File: config.mk
export PLATFORM = sky130hd
export DESIGN_NAME = asp_port
export DESIGN_NICKNAME = d
export VERILOG_FILES = /design/src/asp_pkg.sv /design/src/asp_port.sv
export SDC_FILE = /design/constraint.sdc
export NUM_CORES = 1
export LEC_CHECK = 0
export BUFFER_PORTS_ARGS = -buffer_cell sky130_fd_sc_hd__clkbuf_2
export CAP_MARGIN = 40
export CORE_UTILIZATION = 55
export DETAILED_ROUTE_END_ITERATION = 7
export GPL_TIMING_DRIVEN = 0
export PLACE_DENSITY = 0.76
export REMOVE_ABC_BUFFERS = 1
export SLEW_MARGIN = 15
export SYNTH_ARGS = -nofsm -noshare
export SYNTH_HDL_FRONTEND = slang
export SYNTH_SLANG_ARGS = --single-unit
File: constraint.sdc
create_clock -name pclk -period 15.5 [get_ports pclk]
set_clock_uncertainty 0.1 [all_clocks]
set_input_delay 2.325 -clock pclk [delete_from_list [all_inputs] [get_ports pclk]]
set_output_delay 2.325 -clock pclk [all_outputs]
set_load 0.05 [all_outputs]
File: src/asp_pkg.sv
// Purpose: Constants shared by the multichannel audio serial port.
// Assumes: APB register access with 32-bit data on a 250 MHz pclk.
// Notes:   Offsets are byte addresses; fields are bit positions.
package asp_pkg;

  // ------------------------------------------------------------------
  // Register map
  // ------------------------------------------------------------------
  localparam logic [7:0] ASP_CTRL_OFS  = 8'h00;
  localparam logic [7:0] ASP_SLOT_OFS  = 8'h04;
  localparam logic [7:0] ASP_MDIV_OFS  = 8'h08;
  localparam logic [7:0] ASP_STAT_OFS  = 8'h0c;
  localparam logic [7:0] ASP_MEAS_OFS  = 8'h10;
  localparam logic [7:0] ASP_BCAST_OFS = 8'h20;

  // ------------------------------------------------------------------
  // Control, slot and divider fields and reset values
  // ------------------------------------------------------------------
  localparam int CTRL_FMT_POS    = 0;
  localparam int CTRL_WLEN_POS   = 2;
  localparam int CTRL_FSINV_POS  = 4;
  localparam int CTRL_BCINV_POS  = 5;
  localparam int CTRL_MASTER_POS = 6;
  localparam int CTRL_TRI_POS    = 7;
  localparam int CTRL_HOLD_POS   = 8;
  localparam int CTRL_LANE2_POS  = 9;
  localparam int CTRL_LATE_POS   = 10;
  localparam int CTRL_AUTO_POS   = 11;
  localparam int CTRL_OFS_POS    = 12;
  localparam int CTRL_WIDTH      = 17;
  localparam logic [16:0] CTRL_RESET = 17'h0080c;
  localparam int SLOT_LANE_POS   = 6;
  localparam logic [31:0] SLOT_RESET = 32'h00000000;
  localparam int MDIV_RATIO_POS  = 8;
  localparam logic [19:0] MDIV_RESET = 20'h04008;

  // ------------------------------------------------------------------
  // Framing codes
  // ------------------------------------------------------------------
  typedef enum logic [1:0] {
    ASP_FMT_TDM = 2'b00,
    ASP_FMT_I2S = 2'b01,
    ASP_FMT_LJ  = 2'b10,
    ASP_FMT_RSV = 2'b11
  } asp_fmt_type;

  // ------------------------------------------------------------------
  // Clock auto-detect limits
  // ------------------------------------------------------------------
  localparam int PCLK_KHZ      = 250000;
  localparam int FS_MIN_KHZ    = 8;
  localparam int FS_MAX_KHZ    = 768;
  localparam int BCLK_MAX_KHZ  = 24576;
  localparam int RATIO_MIN     = 16;
  localparam int RATIO_MAX     = 2048;
  localparam int FRAME_MAX_CYC = PCLK_KHZ / FS_MIN_KHZ;
  localparam int FRAME_MIN_CYC = PCLK_KHZ / FS_MAX_KHZ;

endpackage

File: src/asp_port.sv
// Purpose: Transmit side of a multichannel I2S / left-justified audio port.
// Assumes: Pin clocks are far slower than pclk; pins pass three flops.
// Notes:   All pins are sampled or driven in the pclk domain.
// What this block does
// - I2S: left slot 0 MSB launches one falling edge after frame sync falls.
// - I2S: right slot 0 MSB launches one falling edge after frame sync rises.
// - Remaining slots of a half-frame follow back to back in order.
// - I2S: frame sync and data change on the falling bit-clock edge.
// - LJ: left slot 0 MSB appears in the cycle frame sync rises.
// - LJ: right slot 0 MSB appears in the cycle frame sync falls.
// - LJ: later data bits and driven frame sync change on falling edges.
// - A broadcast write updates every device on the bus together.
// - Sixty-four assignable slot positions per frame.
// - Optionally release the data line during unassigned slots.
// - Optional bus holder keeps the last value on the data line.
// - A general pin can be a second serial data lane.
// - Optional mode launches data a half cycle later for a full cycle.
// - Port is master generating clocks or slave accepting them.
// - Frame rate and bit-clock ratio are measured to set dividers.
// - Rates 8 to 768 kHz, ratios 16 to 2048, bit clock max 24.576 MHz.
// - Six-bit slot field: 0-31 left slots, 32-63 right slots.
// - Slot start delayed by 0 to 31 bit-clock cycles.
// - Word length 16, 20, 24 or 32 bits, MSB first.
// - Unsupported clocking raises an error; with auto-detect on it also mutes the record data.
module asp_port
  import asp_pkg::*;
#(
  parameter int FRAME_MAX = FRAME_MAX_CYC
) (
  input  wire logic        pclk,
  input  wire logic        presetn,
  input  wire logic        psel,
  input  wire logic        penable,
  input  wire logic        pwrite,
  input  wire logic [7:0]  paddr,
  input  wire logic [31:0] pwdata,
  output logic [31:0]      prdata,
  output logic             pready,
  output logic             pslverr,
  input  wire logic [31:0] ch0_sample,
  input  wire logic [31:0] ch1_sample,
  input  wire logic [31:0] ch2_sample,
  input  wire logic [31:0] ch3_sample,
  input  wire logic        bit_clock_in,
  output logic             bit_clock_out,
  output logic             bit_clock_oe,
  input  wire logic        frame_sync_in,
  output logic             frame_sync_out,
  output logic             frame_sync_oe,
  input  wire logic        serial_data_in,
  output logic             serial_data_out,
  output logic             serial_data_oe,
  output logic             general_pin_one_out,
  output logic             general_pin_one_oe,
  output logic             bus_keeper_out,
  output logic             bus_keeper_en,
  output logic [11:0]      clock_config_ratio,
  output logic [15:0]      clock_config_period,
  output logic             record_mute
);

  // ------------------------------------------------------------------
  // Registers and APB slave
  // ------------------------------------------------------------------
  logic [16:0] ctrl;
  logic [31:0] slots;
  logic [19:0] mdiv;
  logic        clk_err;
  logic [11:0] meas_ratio;
  logic [15:0] meas_period;
  logic        wr_en;
  logic        addr_ok;

  assign wr_en   = psel && penable && pwrite;
  assign addr_ok = paddr inside {ASP_CTRL_OFS, ASP_SLOT_OFS, ASP_MDIV_OFS,
                                 ASP_STAT_OFS, ASP_MEAS_OFS, ASP_BCAST_OFS};
  assign pready  = 1'b1;
  assign pslverr = psel && penable && !addr_ok;

  always_ff @(posedge pclk or negedge presetn) begin
    if (!presetn) begin
      ctrl  <= CTRL_RESET;
      slots <= SLOT_RESET;
      mdiv  <= MDIV_RESET;
    end else if (wr_en) begin
      // The broadcast alias lets one write retune every port at once.
      if (paddr == ASP_CTRL_OFS || paddr == ASP_BCAST_OFS) begin
        ctrl <= pwdata[16:0];
      end
      if (paddr == ASP_SLOT_OFS) begin
        slots <= pwdata;
      end
      if (paddr == ASP_MDIV_OFS) begin
        mdiv <= pwdata[19:0];
      end
    end
  end

  always_ff @(posedge pclk or negedge presetn) begin
    if (!presetn) begin
      prdata <= 32'h00000000;
    end else if (psel && !penable) begin
      unique case (paddr)
        ASP_CTRL_OFS:  prdata <= {15'h0000, ctrl};
        ASP_SLOT_OFS:  prdata <= slots;
        ASP_MDIV_OFS:  prdata <= {12'h000, mdiv};
        ASP_STAT_OFS:  prdata <= {18'h00000, record_mute, clk_err, meas_ratio};
        ASP_MEAS_OFS:  prdata <= {16'h0000, meas_period};
        default:       prdata <= 32'h00000000;
      endcase
    end
  end

  asp_fmt_type fmt;
  logic [1:0]  wl_code;
  logic [4:0]  offset;
  logic        is_i2s;
  logic        port_on;
  logic        master;
  logic        late;
  logic [5:0]  wl_bits;

  assign fmt     = asp_fmt_type'(ctrl[CTRL_FMT_POS +: 2]);
  assign wl_code = ctrl[CTRL_WLEN_POS +: 2];
  assign offset  = ctrl[CTRL_OFS_POS +: 5];
  assign is_i2s  = (fmt == ASP_FMT_I2S);
  assign port_on = (fmt == ASP_FMT_I2S) || (fmt == ASP_FMT_LJ);
  assign master  = ctrl[CTRL_MASTER_POS];
  assign late    = ctrl[CTRL_LATE_POS];

  function automatic logic [5:0] word_bits(input logic [1:0] code);
    unique case (code)
      2'b00: word_bits = 6'd16;
      2'b01: word_bits = 6'd20;
      2'b10: word_bits = 6'd24;
      2'b11: word_bits = 6'd32;
    endcase
  endfunction

  assign wl_bits = word_bits(wl_code);

  // ------------------------------------------------------------------
  // Pin synchronisers and master clock generation
  // ------------------------------------------------------------------
  logic [2:0] bc_s;
  logic [2:0] fs_s;
  logic [2:0] sd_s;
  logic       bc_lvl;
  logic       fs_lvl;
  logic       keep_val;

  always_ff @(posedge pclk or negedge presetn) begin
    if (!presetn) begin
      bc_s     <= 3'h0;
      fs_s     <= 3'h0;
      sd_s     <= 3'h0;
      bc_lvl   <= 1'b0;
      fs_lvl   <= 1'b0;
      keep_val <= 1'b0;
    end else begin
      bc_s <= {bc_s[1:0], bit_clock_in};
      fs_s <= {fs_s[1:0], frame_sync_in};
      sd_s <= {sd_s[1:0], serial_data_in};
      if (bc_s[1] == bc_s[2]) begin
        bc_lvl <= bc_s[2];
      end
      if (fs_s[1] == fs_s[2]) begin
        fs_lvl <= fs_s[2];
      end
      if (sd_s[1] == sd_s[2]) begin
        keep_val <= sd_s[2];
      end
    end
  end

  logic [7:0]  div_cnt;
  logic [7:0]  div_half;
  logic        gen_bclk;
  logic        gen_tick;
  logic [11:0] gen_fcnt;
  logic [11:0] gen_ratio;
  logic [11:0] next_fcnt;
  logic        gen_fs;
  logic        rise_evt;
  logic        fall_evt;

  assign div_half  = (mdiv[7:0] == 8'h00) ? 8'h01 : mdiv[7:0];
  assign gen_ratio = mdiv[MDIV_RATIO_POS +: 12];
  assign gen_tick  = (div_cnt == div_half - 8'h01);
  assign next_fcnt = (gen_fcnt >= gen_ratio - 12'h001) ? 12'h000 : gen_fcnt + 12'h001;

  // Inverting the pin clock swaps which pin edge counts as the fall.
  assign rise_evt = master ? (gen_tick && !gen_bclk) :
                    ((bc_s[1] == bc_s[2]) && (bc_s[2] != bc_lvl) &&
                     (bc_s[2] ^ ctrl[CTRL_BCINV_POS]));
  assign fall_evt = master ? (gen_tick && gen_bclk) :
                    ((bc_s[1] == bc_s[2]) && (bc_s[2] != bc_lvl) &&
                     !(bc_s[2] ^ ctrl[CTRL_BCINV_POS]));

  always_ff @(posedge pclk or negedge presetn) begin
    if (!presetn) begin
      div_cnt  <= 8'h00;
      gen_bclk <= 1'b0;
      gen_fcnt <= 12'h000;
      gen_fs   <= 1'b0;
    end else if (master) begin
      div_cnt <= gen_tick ? 8'h00 : div_cnt + 8'h01;
      if (gen_tick) begin
        gen_bclk <= !gen_bclk;
      end
      if (gen_tick && gen_bclk) begin
        // Frame sync moves only on the falling edge of the bit clock.
        gen_fcnt <= next_fcnt;
        gen_fs   <= (next_fcnt < (gen_ratio >> 1)) ? !is_i2s : is_i2s;
      end
    end else begin
      div_cnt  <= 8'h00;
      gen_bclk <= 1'b0;
      gen_fcnt <= 12'h000;
    end
  end

  assign bit_clock_out  = gen_bclk ^ ctrl[CTRL_BCINV_POS];
  assign bit_clock_oe   = master;
  assign frame_sync_out = gen_fs ^ ctrl[CTRL_FSINV_POS];
  assign frame_sync_oe  = master && port_on;

  // ------------------------------------------------------------------
  // Half-frame sequencer
  // ------------------------------------------------------------------
  logic       fs_now;
  logic       fs_prev;
  logic       fs_edge;
  logic       left_now;
  logic       kick;
  logic       armed;
  logic       half;
  logic [5:0] wait_cnt;
  logic [4:0] bitcnt;
  logic [4:0] slot;
  logic       go;

  assign fs_now   = master ? gen_fs : (fs_lvl ^ ctrl[CTRL_FSINV_POS]);
  assign fs_edge  = port_on && (fs_now != fs_prev);
  assign left_now = is_i2s ? !fs_now : fs_now;
  // A zero delay launches at once for LJ; otherwise count falling edges.
  assign go = armed && ((kick && wait_cnt == 6'd0) ||
                        (fall_evt && wait_cnt <= 6'd1));

  always_ff @(posedge pclk or negedge presetn) begin
    if (!presetn) begin
      fs_prev  <= 1'b0;
      kick     <= 1'b0;
      armed    <= 1'b0;
      half     <= 1'b0;
      wait_cnt <= 6'd0;
      bitcnt   <= 5'd0;
      slot     <= 5'd0;
    end else begin
      fs_prev <= fs_now;
      kick    <= fs_edge;
      if (!port_on) begin
        armed <= 1'b0;
      end else if (fs_edge) begin
        armed    <= 1'b1;
        half     <= !left_now;
        wait_cnt <= {1'b0, offset} + {5'd0, is_i2s};
        bitcnt   <= 5'(wl_bits - 6'd1);
        slot     <= 5'd0;
      end else begin
        if (fall_evt && wait_cnt != 6'd0) begin
          wait_cnt <= wait_cnt - 6'd1;
        end
        if (go) begin
          if (bitcnt == 5'd0) begin
            bitcnt <= 5'(wl_bits - 6'd1);
            slot   <= slot + 5'd1;
            if (slot == 5'd31) begin
              armed <= 1'b0;
            end
          end else begin
            bitcnt <= bitcnt - 5'd1;
          end
        end
      end
    end
  end

  // ------------------------------------------------------------------
  // Slot matching and data lanes
  // ------------------------------------------------------------------
  logic [31:0] samp [4];
  logic        main_hit;
  logic        main_bit;
  logic        lane_hit;
  logic        lane_bit;

  function automatic logic pick_bit(input logic [31:0] word, input logic [4:0] pos,
                                    input logic [5:0] wl);
    logic [5:0] idx;
    idx      = 6'({1'b0, pos} + 6'd32 - wl);
    pick_bit = word[idx[4:0]];
  endfunction

  always_ff @(posedge pclk or negedge presetn) begin
    if (!presetn) begin
      samp <= '{default: 32'h00000000};
    end else if (fs_edge && left_now) begin
      samp <= '{ch0_sample, ch1_sample, ch2_sample, ch3_sample};
    end
  end

  always_comb begin
    main_hit = 1'b0;
    main_bit = 1'b0;
    lane_hit = 1'b0;
    lane_bit = 1'b0;
    for (int c = 0; c < 4; c++) begin
      // Bit five of the field picks the right half, the rest the slot.
      if (slots[8*c +: 6] == {half, slot}) begin
        if (slots[8*c + SLOT_LANE_POS]) begin
          lane_hit = 1'b1;
          lane_bit = pick_bit(samp[c], bitcnt, wl_bits);
        end else begin
          main_hit = 1'b1;
          main_bit = pick_bit(samp[c], bitcnt, wl_bits);
        end
      end
    end
  end

  // ------------------------------------------------------------------
  // Launch stage and clock auto-detect
  // ------------------------------------------------------------------
  logic [3:0] stage;
  logic [3:0] next_stage;
  logic [3:0] outv;

  assign next_stage = go ? {main_hit, main_bit && !record_mute,
                            lane_hit, lane_bit && !record_mute}
                         : 4'h0;

  always_ff @(posedge pclk or negedge presetn) begin
    if (!presetn) begin
      stage <= 4'h0;
      outv  <= 4'h0;
    end else begin
      if (go || fall_evt) begin
        stage <= next_stage;
      end
      // The late mode holds each bit from rise to rise for a full cycle.
      if (late ? rise_evt : (go || fall_evt)) begin
        outv <= late ? stage : next_stage;
      end
    end
  end

  assign serial_data_out     = outv[2];
  assign serial_data_oe      = port_on && (outv[3] || !ctrl[CTRL_TRI_POS]);
  assign general_pin_one_out = outv[0];
  assign general_pin_one_oe  = port_on && ctrl[CTRL_LANE2_POS] &&
                               (outv[1] || !ctrl[CTRL_TRI_POS]);
  assign bus_keeper_out      = keep_val;
  assign bus_keeper_en       = ctrl[CTRL_HOLD_POS] && !serial_data_oe;

  logic [15:0] pcnt;
  logic [11:0] bcnt;
  logic        meas_done;
  logic [31:0] bclk_load;
  logic [31:0] bclk_room;

  assign bclk_load = 32'(meas_ratio) * 32'(PCLK_KHZ);
  assign bclk_room = 32'(meas_period) * 32'(BCLK_MAX_KHZ);

  always_ff @(posedge pclk or negedge presetn) begin
    if (!presetn) begin
      pcnt        <= 16'h0000;
      bcnt        <= 12'h000;
      meas_ratio  <= 12'h000;
      meas_period <= 16'h0000;
      meas_done   <= 1'b0;
      clk_err     <= 1'b0;
    end else begin
      meas_done <= fs_edge && left_now;
      if (fs_edge && left_now) begin
        meas_period <= pcnt;
        meas_ratio  <= bcnt;
        pcnt        <= 16'h0001;
        bcnt        <= 12'h000;
      end else begin
        if (pcnt != 16'hffff) begin
          pcnt <= pcnt + 16'h0001;
        end
        if (rise_evt && bcnt != 12'hfff) begin
          bcnt <= bcnt + 12'h001;
        end
      end
      if (meas_done) begin
        clk_err <= (meas_ratio < 12'(RATIO_MIN)) || (meas_ratio > 12'(RATIO_MAX)) ||
                   (32'(meas_period) > 32'(FRAME_MAX)) ||
                   (meas_period < 16'(FRAME_MIN_CYC)) ||
                   (bclk_load > bclk_room);
      end
    end
  end

  always_ff @(posedge pclk or negedge presetn) begin
    if (!presetn) begin
      clock_config_ratio  <= 12'h000;
      clock_config_period <= 16'h0000;
    end else if (ctrl[CTRL_AUTO_POS] && meas_done) begin
      clock_config_ratio  <= meas_ratio;
      clock_config_period <= meas_period;
    end
  end

  assign record_mute = clk_err && ctrl[CTRL_AUTO_POS];
endmodule // asp_port

=== Word level (Yosys, flattened, before mapping) ===
Cells that the tools add are included.

* Register bits: 377
* Logic and storage cells: 232

* Add/subtract/negate cells: 13
* Multipliers: 2
* Magnitude comparators: 9
* Equality and inequality tests: 28
* Mux-type cells: 75
* Bitwise operators: 4
* Reductions and logical operators: 66

{| class="wikitable"
|+ Operator list
! cell !! number
|-
| case mux 32 bit (5 select lines) || 1
|-
| two-way mux 12 bit || 5
|-
| two-way mux 1 bit || 49
|-
| two-way mux 16 bit || 2
|-
| greater-than comparator 30 x 31 -> 1 bit || 1
|-
| two-way mux 5 bit || 6
|-
| multiplier 12 x 14 -> 26 bit, second input constant || 1
|-
| logical AND 1 bit || 25
|-
| adder 12 x 1 -> 12 bit, second input constant || 2
|-
| equality test 6 bit || 4
|-
| two-way mux 8 bit || 3
|-
| binary-select mux 1 bit (select 5 bit) || 4
|-
| case mux 5 bit (4 select lines) || 1
|-
| multiplier 16 x 2 -> 18 bit, second input constant || 1
|-
| adder 16 x 1 -> 16 bit, second input constant || 1
|-
| equality test 8 x 4 -> 1 bit, second input constant || 2
|-
| greater-than comparator 16 x 15 -> 1 bit, second input constant || 1
|-
| logical NOT 8 bit || 2
|-
| less-than comparator 16 x 9 -> 1 bit, second input constant || 1
|-
| inequality test 16 bit, second input constant || 1
|-
| AND reduction 2 bit || 7
|-
| greater-or-equal comparator 12 bit || 1
|-
| greater-than comparator 12 bit, second input constant || 1
|-
| less-than comparator 12 x 11 -> 1 bit || 1
|-
| 34 further kinds || 74
|}

=== Logic depth before layout (Yosys ltp) ===
Gate-level depths: netlist (run 1).

* Depth after elaboration: 16
* Mapped depth: 24
* Depth with buffers taken out: 24

=== Worst setup path after synthesis (run 1) ===
Ideal clock, no wire load.

* Kind: input port to output port
* Start: input port paddr[2]
* End: output port pslverr
* Data arrival time: 4.130 ns
* Required time: 13.075 ns
* Slack: 8.945 ns
* Stages: 6
* Path buffers: 3
* Cell sequence: clkbuf_1 > clkbuf_1 > clkbuf_1 > a211o_1 > o21ai_0 > a21oi_1

* Word-level cells in the longest chain between the ends: 4

{| class="wikitable"
|+ Ends and longest elaborated chain
! element !! RTL line !! source
|-
| start: declaration || asp_port.sv:35 || <nowiki>input wire logic [7:0] paddr,</nowiki>
|-
| equality test 8 x 3 -> 1 bit (tied with other cells) || asp_port.sv:75 || <nowiki>assign addr_ok = paddr inside {ASP_CTRL_OFS, ASP_SLOT_OFS, ASP_MDIV_OFS,</nowiki>
|-
| nonzero test 6 bit (*) || asp_port.sv:75 ||
|-
| logical NOT 1 bit (*) || asp_port.sv:78 || <nowiki>assign pslverr = psel && penable && !addr_ok;</nowiki>
|-
| logical AND 1 bit (*) || asp_port.sv:78 ||
|-
| end: declaration || asp_port.sv:39 || <nowiki>output logic pslverr,</nowiki>
|}

Every way passes the cells marked *; elsewhere a longest branch is shown, timed or not.

=== Final worst setup path (run 1) ===
* Start: register meas_ratio[3]
* End: register clk_err

* Word-level cells in the longest chain between the ends: 5

{| class="wikitable"
|+ Ends and longest elaborated chain
! element !! RTL line !! source
|-
| start: declaration || asp_port.sv:69 || <nowiki>logic [11:0] meas_ratio;</nowiki>
|-
| start signal: assignment || asp_port.sv:387 || <nowiki>meas_ratio <= bcnt;</nowiki>
|-
| branches (longest 4 deep; another with greater-than comparator 30 x 31 -> 1 bit) || -- ||
|-
| logical OR 1 bit (*) || asp_port.sv:401 || <nowiki>(meas_period < 16'(FRAME_MIN_CYC)) ||</nowiki>
|-
| end signal: assignment || asp_port.sv:399 || <nowiki>clk_err <= (meas_ratio < 12'(RATIO_MIN)) || (meas_ratio > 12'(RATIO_MAX)) ||</nowiki>
|-
| end: declaration || asp_port.sv:68 || <nowiki>logic clk_err;</nowiki>
|}

Mark *: on every way between the ends.
A chain may end at the register's enable or synchronous reset.

==> flow_summary.toml, run 1 <==
[run_status]
status = "complete, no violations"

[grt]
antenna_found_initial = 4
global_route_wire_length_before_repair_microns = 92800
grt_use_total_pct = 28.3
grt_max_degree = 130
grt_pass1_vias = 17888
grt_overflow = 0

[clock_network]
post_cts.resized_instances = 0
cts-root-buf = "clkbuf_16"
clkSlewWorstSetupHoldPaths_ns = 0.06
cts_buffers = 43
worstSkewPairLatency_ns = 0.59
cts.sink_count = 377
cts_htree_levels = 2
tritoncts = "done"
cts_hold_buf = 0
number_of_buffers_between_clock_root_and_the_deepest_sink = 3
post_cts.repair.setup_buffers = 0

[timing]
achievable-frequency_mhz = 157
report.final.slew_viol_count = 0
setup-violations-final = 0
final_critical_path_setup_slack_ns = 9.12
finalHoldWorstSlack_ns = 0.245
final.period_utilization_pct = 41.2
min_period_ns = 6.38
worstMarginPinSlew_ns = 0.823
slew-limit-headroom_pct = 44.8
rsz_0062_raised_after_global_routing = "no"
hold_viol_final = 0
setup_tns_after_final_layout_ns = 0

[yosys]
yosys.area.top_type = "dfrtp_1"
flop_and_latch_count_out_of_synthesis = 377
synthDistinctLibCells = 84
synth-seq-area-share_pct = 42.2
synth-adder-area-share_pct = 13.5
synthTopCellsByArea = "dfrtp_1, ha_1, nand2_1, mux2_2, o21ai_0"
post_synth_instance_area_sq_mm = 0.0224
post_synth_mux_area_share_pct = 7.78
dominantRegCellSynth = "dfrtp_1"
synth-edff-count = 0
synthArstFlopShare_pct = 100
yosysWarningCount = 0
yosys.area_share.xor_xnor_pct = 5.09
yosys.area.top_type_share_pct = 41.6
synth-simple-area-share_pct = 16.9
synthesis.instances = 2324
synth_top_family_by_area = "simple AND/OR/NAND/NOR gates"
synthesized_area_fraction_occupied_by_ao_oa_aoi_and_oai_cells_pct = 10.6
postSynthAreaPerCell_sq_um = 9.63

[setup_path]
timing.critical_path.arrival_ns = 6.73
worstPathBufferInverterCount = 2
cp_slowest_cell = "dfrtp_1"
timing_worst_setup_path_type = "reg2reg"
startpoint_type = "register"
cp_slowest_stage_delay_ns = 0.61
worstPathMaxFanout = 8
critPathRequiredTime_ns = 15.85
path_common_cell = "fa_1"
timing.critical_path.cells = "fa_1 > ha_1 > fa_1 > fa_1 > inv_1 > fa_1 > inv_1 > ha_1 > a21o_1 > a21oi_1 > o21ai_0 > a211oi_1 > o21bai_1 > a21o_1 > xor2_1 > ha_1 > nand4_1 > nor2_1 > a221oi_1 > o21ai_0 > o21ai_0 > a221oi_1"
worst_path_dominant_cell_family = "adder cells"
type_of_destination_of_the_critical_path = "register"
critical_path.reg2reg.startpoint = "meas_ratio[3]"
setup.worst_path.start = "meas_ratio[3]"

[job]
timing.max_cap.violations = 0

[finish]
drive_above_1_share_pct = 18.5
num-fill-cells = 3134
layout.cell_area.non_filler_sq_mm = 0.0257
finish.net_count = 2930
layout_commonest_cell = "nand2_1"
multi_input_gate_area_in_the_final_layout_sq_mm = 0.0121
layout.cells.non_filler = 3098
seqCellArea_sq_mm = 0.00945
area_delta_synth_final_pct = 14.9
layout_common_cells = "nand2_1, dfrtp_1, clkbuf_2"

[die]
die_h_microns = 204
die_width_microns = 204
floorplan.die_area_sq_mm = 0.0415
design.core.area_sq_mm = 0.0399
num_io_pins = 249
rows = 73
start_util_pct = 56.1

[route]
drtAntennaViolNets = 0
num_vias = 17691
drt_first_pass_iters = 5
finalWirelength_microns = 57700
drc_errors = 0
drt_iter0_markers = 1241
avgViaCountPerCell = 5.71
average_wire_per_cell_in_the_routed_design_microns = 18.6

[placement]
cells_after_dpl = 3016
dpl.hpwl_microns = 41800
buffers_added_on_ports = 247
gp_congestion = 0.908
place_area_sq_mm = 0.0242
pre_cts_slack_ns = 9.11

[pwr]
cellLeakagePower_nw = 13.1
power_density_mw_per_mm2 = 124
peakVddDrop_mv = 0.102

[min_path]
hp-class = "reg2reg"
worstHoldStart = "fs_s[0]"
[report_power, final]
group	internal, mW	switching [mW]	total [mW]
Clock	0.635	0.433	1.07
Combinational	0.366	0.453	0.819
Sequential	1.14	0.151	1.29
[cell type report]
class,count,share of cell area (%)
Antenna cell,2,0.0195
Clock buffer,62,4.73
Clock inverter,18,1.04
Inverter,131,1.94
Multi-Input combinational cell,1720,47.0
Sequential cell,377,36.7
Tap cell,525,2.55
Timing Repair Buffer,263,5.99
[metrics by stage]
step	total power, mW	utilization (%)
global placement	2.08	59.8
CTS	3.20	64.4
detailed placement	2.11	60.7
global route	3.35	64.4
floorplan	1.85	-
finish	3.18	64.4
[cell families (layout without fill, tap and decap cells)]
| family | count (synthesis) | count (layout) |
|---|---|---|
| AOI/OAI and AO/OA | 365 | 365 |
| DFF | 377 | 377 |
| adders and majority gates | 221 | 221 |
| and+or+nand+nor | 880 | 880 |
| other | 1 | 3 |
| muxes | 123 | 123 |
| xor gates and xnor gates | 130 | 130 |
| buffers and inverters | 227 | 474 |
[per-layer routing]
layer | routed length [microns] | track usage, %
met2 | 27100 | 45.3
met1 | 24500 | 37.6
met5 | 11 | 0
met4 | 2200 | 12.5
met3 | 3890 | 5.26
[sequential cells by signal, summed over array words and instances, names as in the netlist, 3 cells and up]
name / flops
meas_ratio: 12
prdata: 32
wait_cnt: 6
outv: 4
meas_period: 16
gen_fcnt: 12
bitcnt: 5
div_cnt: 8
slots: 32
mdiv: 20
sd_s: 3
samp: 128
fs_s: 3
bc_s: 3
clock_config_period: 16
bcnt: 12
ctrl: 17
slot: 5
pcnt: 16
clock_config_ratio: 12
stage: 4
[Yosys cell counts (all sizes together) (42+ instances only)]
| cell | instances |
|---|---|
| nor2 | 111 |
| nand2 | 572 |
| clkbuf | 75 |
| nand3 | 42 |
| xor2 | 43 |
| mux2 | 77 |
| xnor2 | 87 |
| o21ai | 155 |
| ha | 182 |
| inv | 131 |
| a21oi | 57 |
| dfrtp | 372 |
[path summary, 6_finish.rpt]
check,to,slack (ns),depth (start not counted)
hold / removal,fs_s[1],0.25,0
setup / recovery,clk_err,9.12,22
max in group asynchronous,bitcnt[0],12.66,3
min in group asynchronous,clock_config_ratio[2],1.53,1
hold reg to reg,fs_s[1],0.25,0
setup reg to reg,clk_err,9.12,22
Power figures use the tool's default switching activity.
==> run 2: changes to the inputs <==
- ABC_AREA: not set -> 1
- CORE_UTILIZATION: 55 -> 54
- PLACE_DENSITY: 0.76 -> 0.77
- clock period: 15.5 -> 5.6 ns (I/O delays scaled with it)
==> run 2 against run 1 <==
The run now ends with negative setup slack left. Setup slack got worse by 9.3 ns. Cell area rose by 4.3%. Critical path depth rose by 6. Fmax rose by 11%. Critical endpoint unchanged. Largest cell class unchanged.
==> flow_summary.toml, run 2 <==
[timing]
min_period_ns = 5.73
rsz_0062_raised_after_global_routing = "yes"
report.final.slew_viol_count = 0
final_critical_path_setup_slack_ns = -0.135
achievable-frequency_mhz = 174
final.period_utilization_pct = 102
setup-violations-final = 1
slew-limit-headroom_pct = 38.9
worstMarginPinSlew_ns = 0.915
hold_viol_final = 0

[min_path]
hp-class = "in2async"

[yosys]
top_count_cell_post_synth = "nand2_1"
yosysWarningCount = 0
synth-edff-count = 0
synthTopCellsByArea = "dfrtp_1, nand2_1, ha_1, inv_1, o21ai_0"
synthesis.instances = 2905
synth_commonest_cells = "nand2_1, dfrtp_1, inv_1"
synthDistinctLibCells = 59
yosys.area.top_type = "dfrtp_1"
postSynthAreaPerCell_sq_um = 7.94
flop_and_latch_count_out_of_synthesis = 377
synth-seq-area-share_pct = 40.9
synthArstFlopShare_pct = 100
post_synth_instance_area_sq_mm = 0.0231
yosys.area.top_type_share_pct = 40.4
dominantRegCellSynth = "dfrtp_1"

[grt]
global_route_wire_length_before_repair_microns = 104000
antenna_found_initial = 0
grt_use_total_pct = 30.1
grt_pass1_vias = 19997
grt_overflow = 0
grt_max_degree = 102

[route]
drtAntennaViolNets = 0
finalWirelength_microns = 64600
drc_errors = 0
drt_iter0_markers = 1655
average_wire_per_cell_in_the_routed_design_microns = 17.4
num_vias = 20467
avgViaCountPerCell = 5.51
drt_first_pass_iters = 6

[clock_network]
cts_buffers = 43
worstSkewPairLatency_ns = 0.56
cts_htree_levels = 2
cts-root-buf = "clkbuf_16"
clkSlewWorstSetupHoldPaths_ns = 0.06
number_of_buffers_between_clock_root_and_the_deepest_sink = 3
tritoncts = "done"
cts.sink_count = 377

[die]
die_width_microns = 209
floorplan.die_area_sq_mm = 0.0435
num_io_pins = 249
design.core.area_sq_mm = 0.0420
start_util_pct = 54.8
rows = 75
die_h_microns = 209

[placement]
buffers_added_on_ports = 247
gp_congestion = 0.918
pre_cts_slack_ns = -0.821
dpl.hpwl_microns = 47200

[setup_path]
type_of_destination_of_the_critical_path = "register"
timing.reg2reg.worst_path_depth = 28
timing_worst_setup_path_type = "reg2reg"
cp_slowest_cell = "fa_2"
path_common_cell = "buf_4"
cp_slowest_stage_delay_ns = 0.62
worstPathMaxFanout = 3
critPathRequiredTime_ns = 5.98
timing.critical_path.arrival_ns = 6.11
startpoint_type = "register"

[finish]
largest_reg_flops = 128
layout_commonest_cell = "nand2_1"
finish.net_count = 3539
num-fill-cells = 3605
biggestRegsByFlops = "samp x128, prdata x32, slots x32"
drive_above_1_share_pct = 15.2
registers.top_by_ff_count = "samp"
area_delta_synth_final_pct = 16.4
diodes = 0
layout_common_cells = "nand2_1, dfrtp_1, inv_1"

[pwr]
power_density_mw_per_mm2 = 385
p_total_mw = 10.3
peakVddDrop_mv = 0.284
cellLeakagePower_nw = 14.0

[run_status]
status = "finished with violations"
violated_checks = "negative setup slack"

[job]
timing.max_cap.violations = 0
[run 2: path summary, 6_finish.rpt]
check | from | endpoint | slack [ns]
max | meas_ratio[4] | clk_err | -0.13
min | presetn | clock_config_ratio[9] | 0.03
max reg2reg | meas_ratio[4] | clk_err | -0.13
min reg2reg | fs_s[0] | fs_s[1] | 0.25
max in group asynchronous | presetn | samp[49] | 4.20
min in group pclk | fs_s[0] | fs_s[1] | 0.25
[run 2: area by class of cell]
class                      count  area, sq um  area share, %
tap                          539          674           2.51
clock inverter                21          248          0.923
multi-input combinational   2125        12200           45.4
sequential                   377         9460           35.3
inverter                     303         1150           4.27
timing repair buffer         295         1900           7.09
clock buffer                  57         1220           4.54
[run 2: report_power, final]
group | total [mW] | switching [mW] | internal, mW
combinational | 3.70 | 2.37 | 1.33
clock | 2.93 | 1.17 | 1.76
sequential | 3.68 | 0.422 | 3.26
total | 10.3 | 3.96 | 6.36
[run 2: critical path: cells and delay by family, from the launching register on]
kind	cells	cell delay [ns]
and+or+nand+nor	6	0.65
AOI/OAI and AO/OA	7	0.79
buffers and inverters	7	0.64
DFF	1	0.44
xor gates and xnor gates	1	0.14
adders and majority gates	7	2.90
[run 2: routing by layer]
layer / track usage, % / wire (microns) / part of all wire, %
met1: 41.2 / 27700 / 43
met2: 49.0 / 30300 / 47
met3: 4.28 / 4820 / 7.4
met4: 10.5 / 1890 / 2.9
met5: 0 / 0 / 0
[run 2: through the flow]
step / std cells / utilization [%] / area [sq um] / hold slack (ns) / setup TNS, ns
after floorplan: 2805 / - / 22600 / 0.231 / -321.63
after global routing: 3717 / 63.8 / 26800 / 0.0252 / -0.327
final: 3717 / 63.8 / 26800 / 0.0269 / -0.135
after detailed placement: 3611 / 59.3 / 24900 / 0.236 / -0.821
after global placement: 3591 / 58.2 / 24500 / 0.235 / -2751.22
after CTS: 3715 / 63.5 / 26700 / 0.0126 / -0.0622
[run 2: kinds of logic after synthesis]
group | count (synthesis) | share of synthesized area (%)
flops | 377 | 40.9
mux | 12 | 0.586
xor+xnor | 89 | 3.38
other cells | 1 | 0.0163
buf+inv | 403 | 7.12
compound gates | 404 | 9.67
simple gates | 1399 | 25.2
fa+ha+maj | 220 | 13.1
[run 2: what timing repair did]
action                                  CTS  global route
gates resized for setup                  31            24
hold endpoints to repair                  0             0
buffers inserted                         26             1
hold buffers                              0             0
endpoints found under the setup margin    1             1
gates cloned                              0             0
pin swaps                                20            23
==> run 3: changes to the inputs <==
- MAX_ROUTING_LAYER: not set -> met4
==> run 3 against run 2 <==
Register-to-register slack better by 0.07 ns. Critical path type unchanged. The flow still finishes with violations (negative setup slack). Flip-flop and latch count stayed put. Clock-buffer cell count is 7 higher. Global-route usage is 1.1 points higher. Fmax is 1.3% higher. Non-clock buffer count is 5 higher. Via count is 0.51% higher. Core utilization is 0.37 points higher.
==> flow_summary.toml, run 3 (synthesis results as in run 2) <==
[run_status]
status = "finished with violations"
violated_checks = "negative setup slack"

[placement]
dpl.hpwl_microns = 47400
pre_cts_slack_ns = -0.899
place_area_sq_mm = 0.0250
buffers_added_on_ports = 247
cells_after_dpl = 3611
gp_congestion = 0.955

[timing]
setup_tns_after_final_layout_ns = -0.0607
hold_viol_final = 0
report.final.slew_viol_count = 0
achievable-frequency_mhz = 177
worstMarginPinSlew_ns = 0.804
slew-limit-headroom_pct = 46.0
min_period_ns = 5.66
final.period_utilization_pct = 101
final_critical_path_setup_slack_ns = -0.0607
rsz_0062_raised_after_global_routing = "yes"
setup-violations-final = 1

[die]
design.core.area_sq_mm = 0.0420
die_width_microns = 209
floorplan.die_area_sq_mm = 0.0435
die_h_microns = 209
rows = 75
start_util_pct = 54.8
num_io_pins = 249

[finish]
layout.cell_area.non_filler_sq_mm = 0.0270
finish.net_count = 3545
drive_above_1_share_pct = 15.4
largest_reg_flops = 128
multi_input_gate_area_in_the_final_layout_sq_mm = 0.0122
num-fill-cells = 3598
seqCellArea_sq_mm = 0.00946
registers.top_by_ff_count = "samp"
area_delta_synth_final_pct = 17.1
layout.cells.non_filler = 3724
biggestRegsByFlops = "samp x128, prdata x32, slots x32"
layout_common_cells = "nand2_1, dfrtp_1, inv_1"
layout_commonest_cell = "nand2_1"
diodes = 0

[grt]
antenna_found_initial = 0
grt_overflow = 0
grt_use_total_pct = 31.1
grt_pass1_vias = 20234
global_route_wire_length_before_repair_microns = 104000
grt_max_degree = 103

[pwr]
p_total_mw = 10.4
power_density_mw_per_mm2 = 386
peakVddDrop_mv = 0.293
cellLeakagePower_nw = 14.1

[route]
finalWirelength_microns = 65100
drc_errors = 0
drt_iter0_markers = 1679
drtAntennaViolNets = 0
avgViaCountPerCell = 5.52
num_vias = 20571
drt_first_pass_iters = 5
average_wire_per_cell_in_the_routed_design_microns = 17.5

[setup_path]
timing_worst_setup_path_type = "reg2reg"
type_of_destination_of_the_critical_path = "register"
timing.critical_path.arrival_ns = 6.01
startpoint_type = "register"
worstPathMaxFanout = 3
critPathRequiredTime_ns = 5.94

[job]
timing.max_cap.violations = 0

[clock_network]
cts-root-buf = "clkbuf_16"
number_of_buffers_between_clock_root_and_the_deepest_sink = 3
cts_hold_buf = 0
tritoncts = "done"
cts_htree_levels = 2
clkSlewWorstSetupHoldPaths_ns = 0.06
worstSkewPairLatency_ns = 0.57
cts.sink_count = 377
cts_buffers = 44

[min_path]
hp-class = "in2async"
## run 3: metrics by stage
step / hold slack [ns] / utilization (%)
5_1_grt: 0.168 / 64.2
3_5_place_dp: 0.238 / 59.3
6_report: 0.133 / 64.2
4_1_cts: 0.141 / 63.8
3_3_place_gp: 0.236 / 58.2
2_1_floorplan: 0.231 / -
## run 3: critical path, cell delays in order (launching register included)
cell and delay (ns):
dfrtp_2 0.44, fa_2 0.62, ha_4 0.21, fa_1 0.45
fa_1 0.55, inv_2 0.04, fa_1 0.52, inv_2 0.05
ha_4 0.25, a21oi_2 0.14, o21ai_2 0.07, a21oi_2 0.16
o21ai_2 0.09, nand3_2 0.07, nand2_2 0.06, buf_4 0.14
nand2_1 0.07, nand3_2 0.07, xor2_1 0.15, ha_1 0.28
nand2_2 0.09, nor4_4 0.30, nand3_2 0.13, a21oi_4 0.19
nor3_2 0.05, o211ai_1 0.12, a21oi_1 0.10
## run 3: worst paths after layout
| path | startpoint | to | slack, ns | cells past startpoint |
|---|---|---|---|---|
| hold reg to reg | fs_s[0] | fs_s[1] | 0.25 | 0 |
| max in group asynchronous | presetn | bitcnt[0] | 4.00 | 3 |
| hold / removal | presetn | clock_config_ratio[9] | 0.13 | 1 |
| setup reg to reg | meas_ratio[4] | clk_err | -0.06 | 26 |
| setup / recovery | meas_ratio[4] | clk_err | -0.06 | 26 |
| min in group pclk | fs_s[0] | fs_s[1] | 0.25 | 0 |
## run 3: final cells by class
type	instances	share of cell area [%]
Clock buffer	64	4.81
Clock inverter	16	0.747
Inverter	303	4.28
Multi-Input combinational cell	2125	45.4
Sequential cell	377	35.0
Tap cell	539	2.50
Timing Repair Buffer	300	7.22
## run 3: timing repair
| action | 4_1_cts | 5_1_grt |
|---|---|---|
| resized for setup | 41 | 25 |
| buffers inserted | 27 | 6 |
| pin swaps | 21 | 31 |
| setup endpoints to repair | 1 | 1 |
## run 3: layer usage
metal  track usage (%)  share of wire (%)  vias to the layer above
met5                 -                  0                        -
met3              6.09                7.9                      170
met4              12.7                4.2                        0
met1              40.0                 42                     9756
li1                  -                  -                     9871
met2              48.6                 46                      774
## run 3: report_power, final
part           total [mW]  leakage, nW  internal [mW]  switching, mW
clock                2.96        0.728           1.79           1.17
combinational        3.78         8.71           1.38           2.40
sequential           3.68         4.65           3.26          0.418
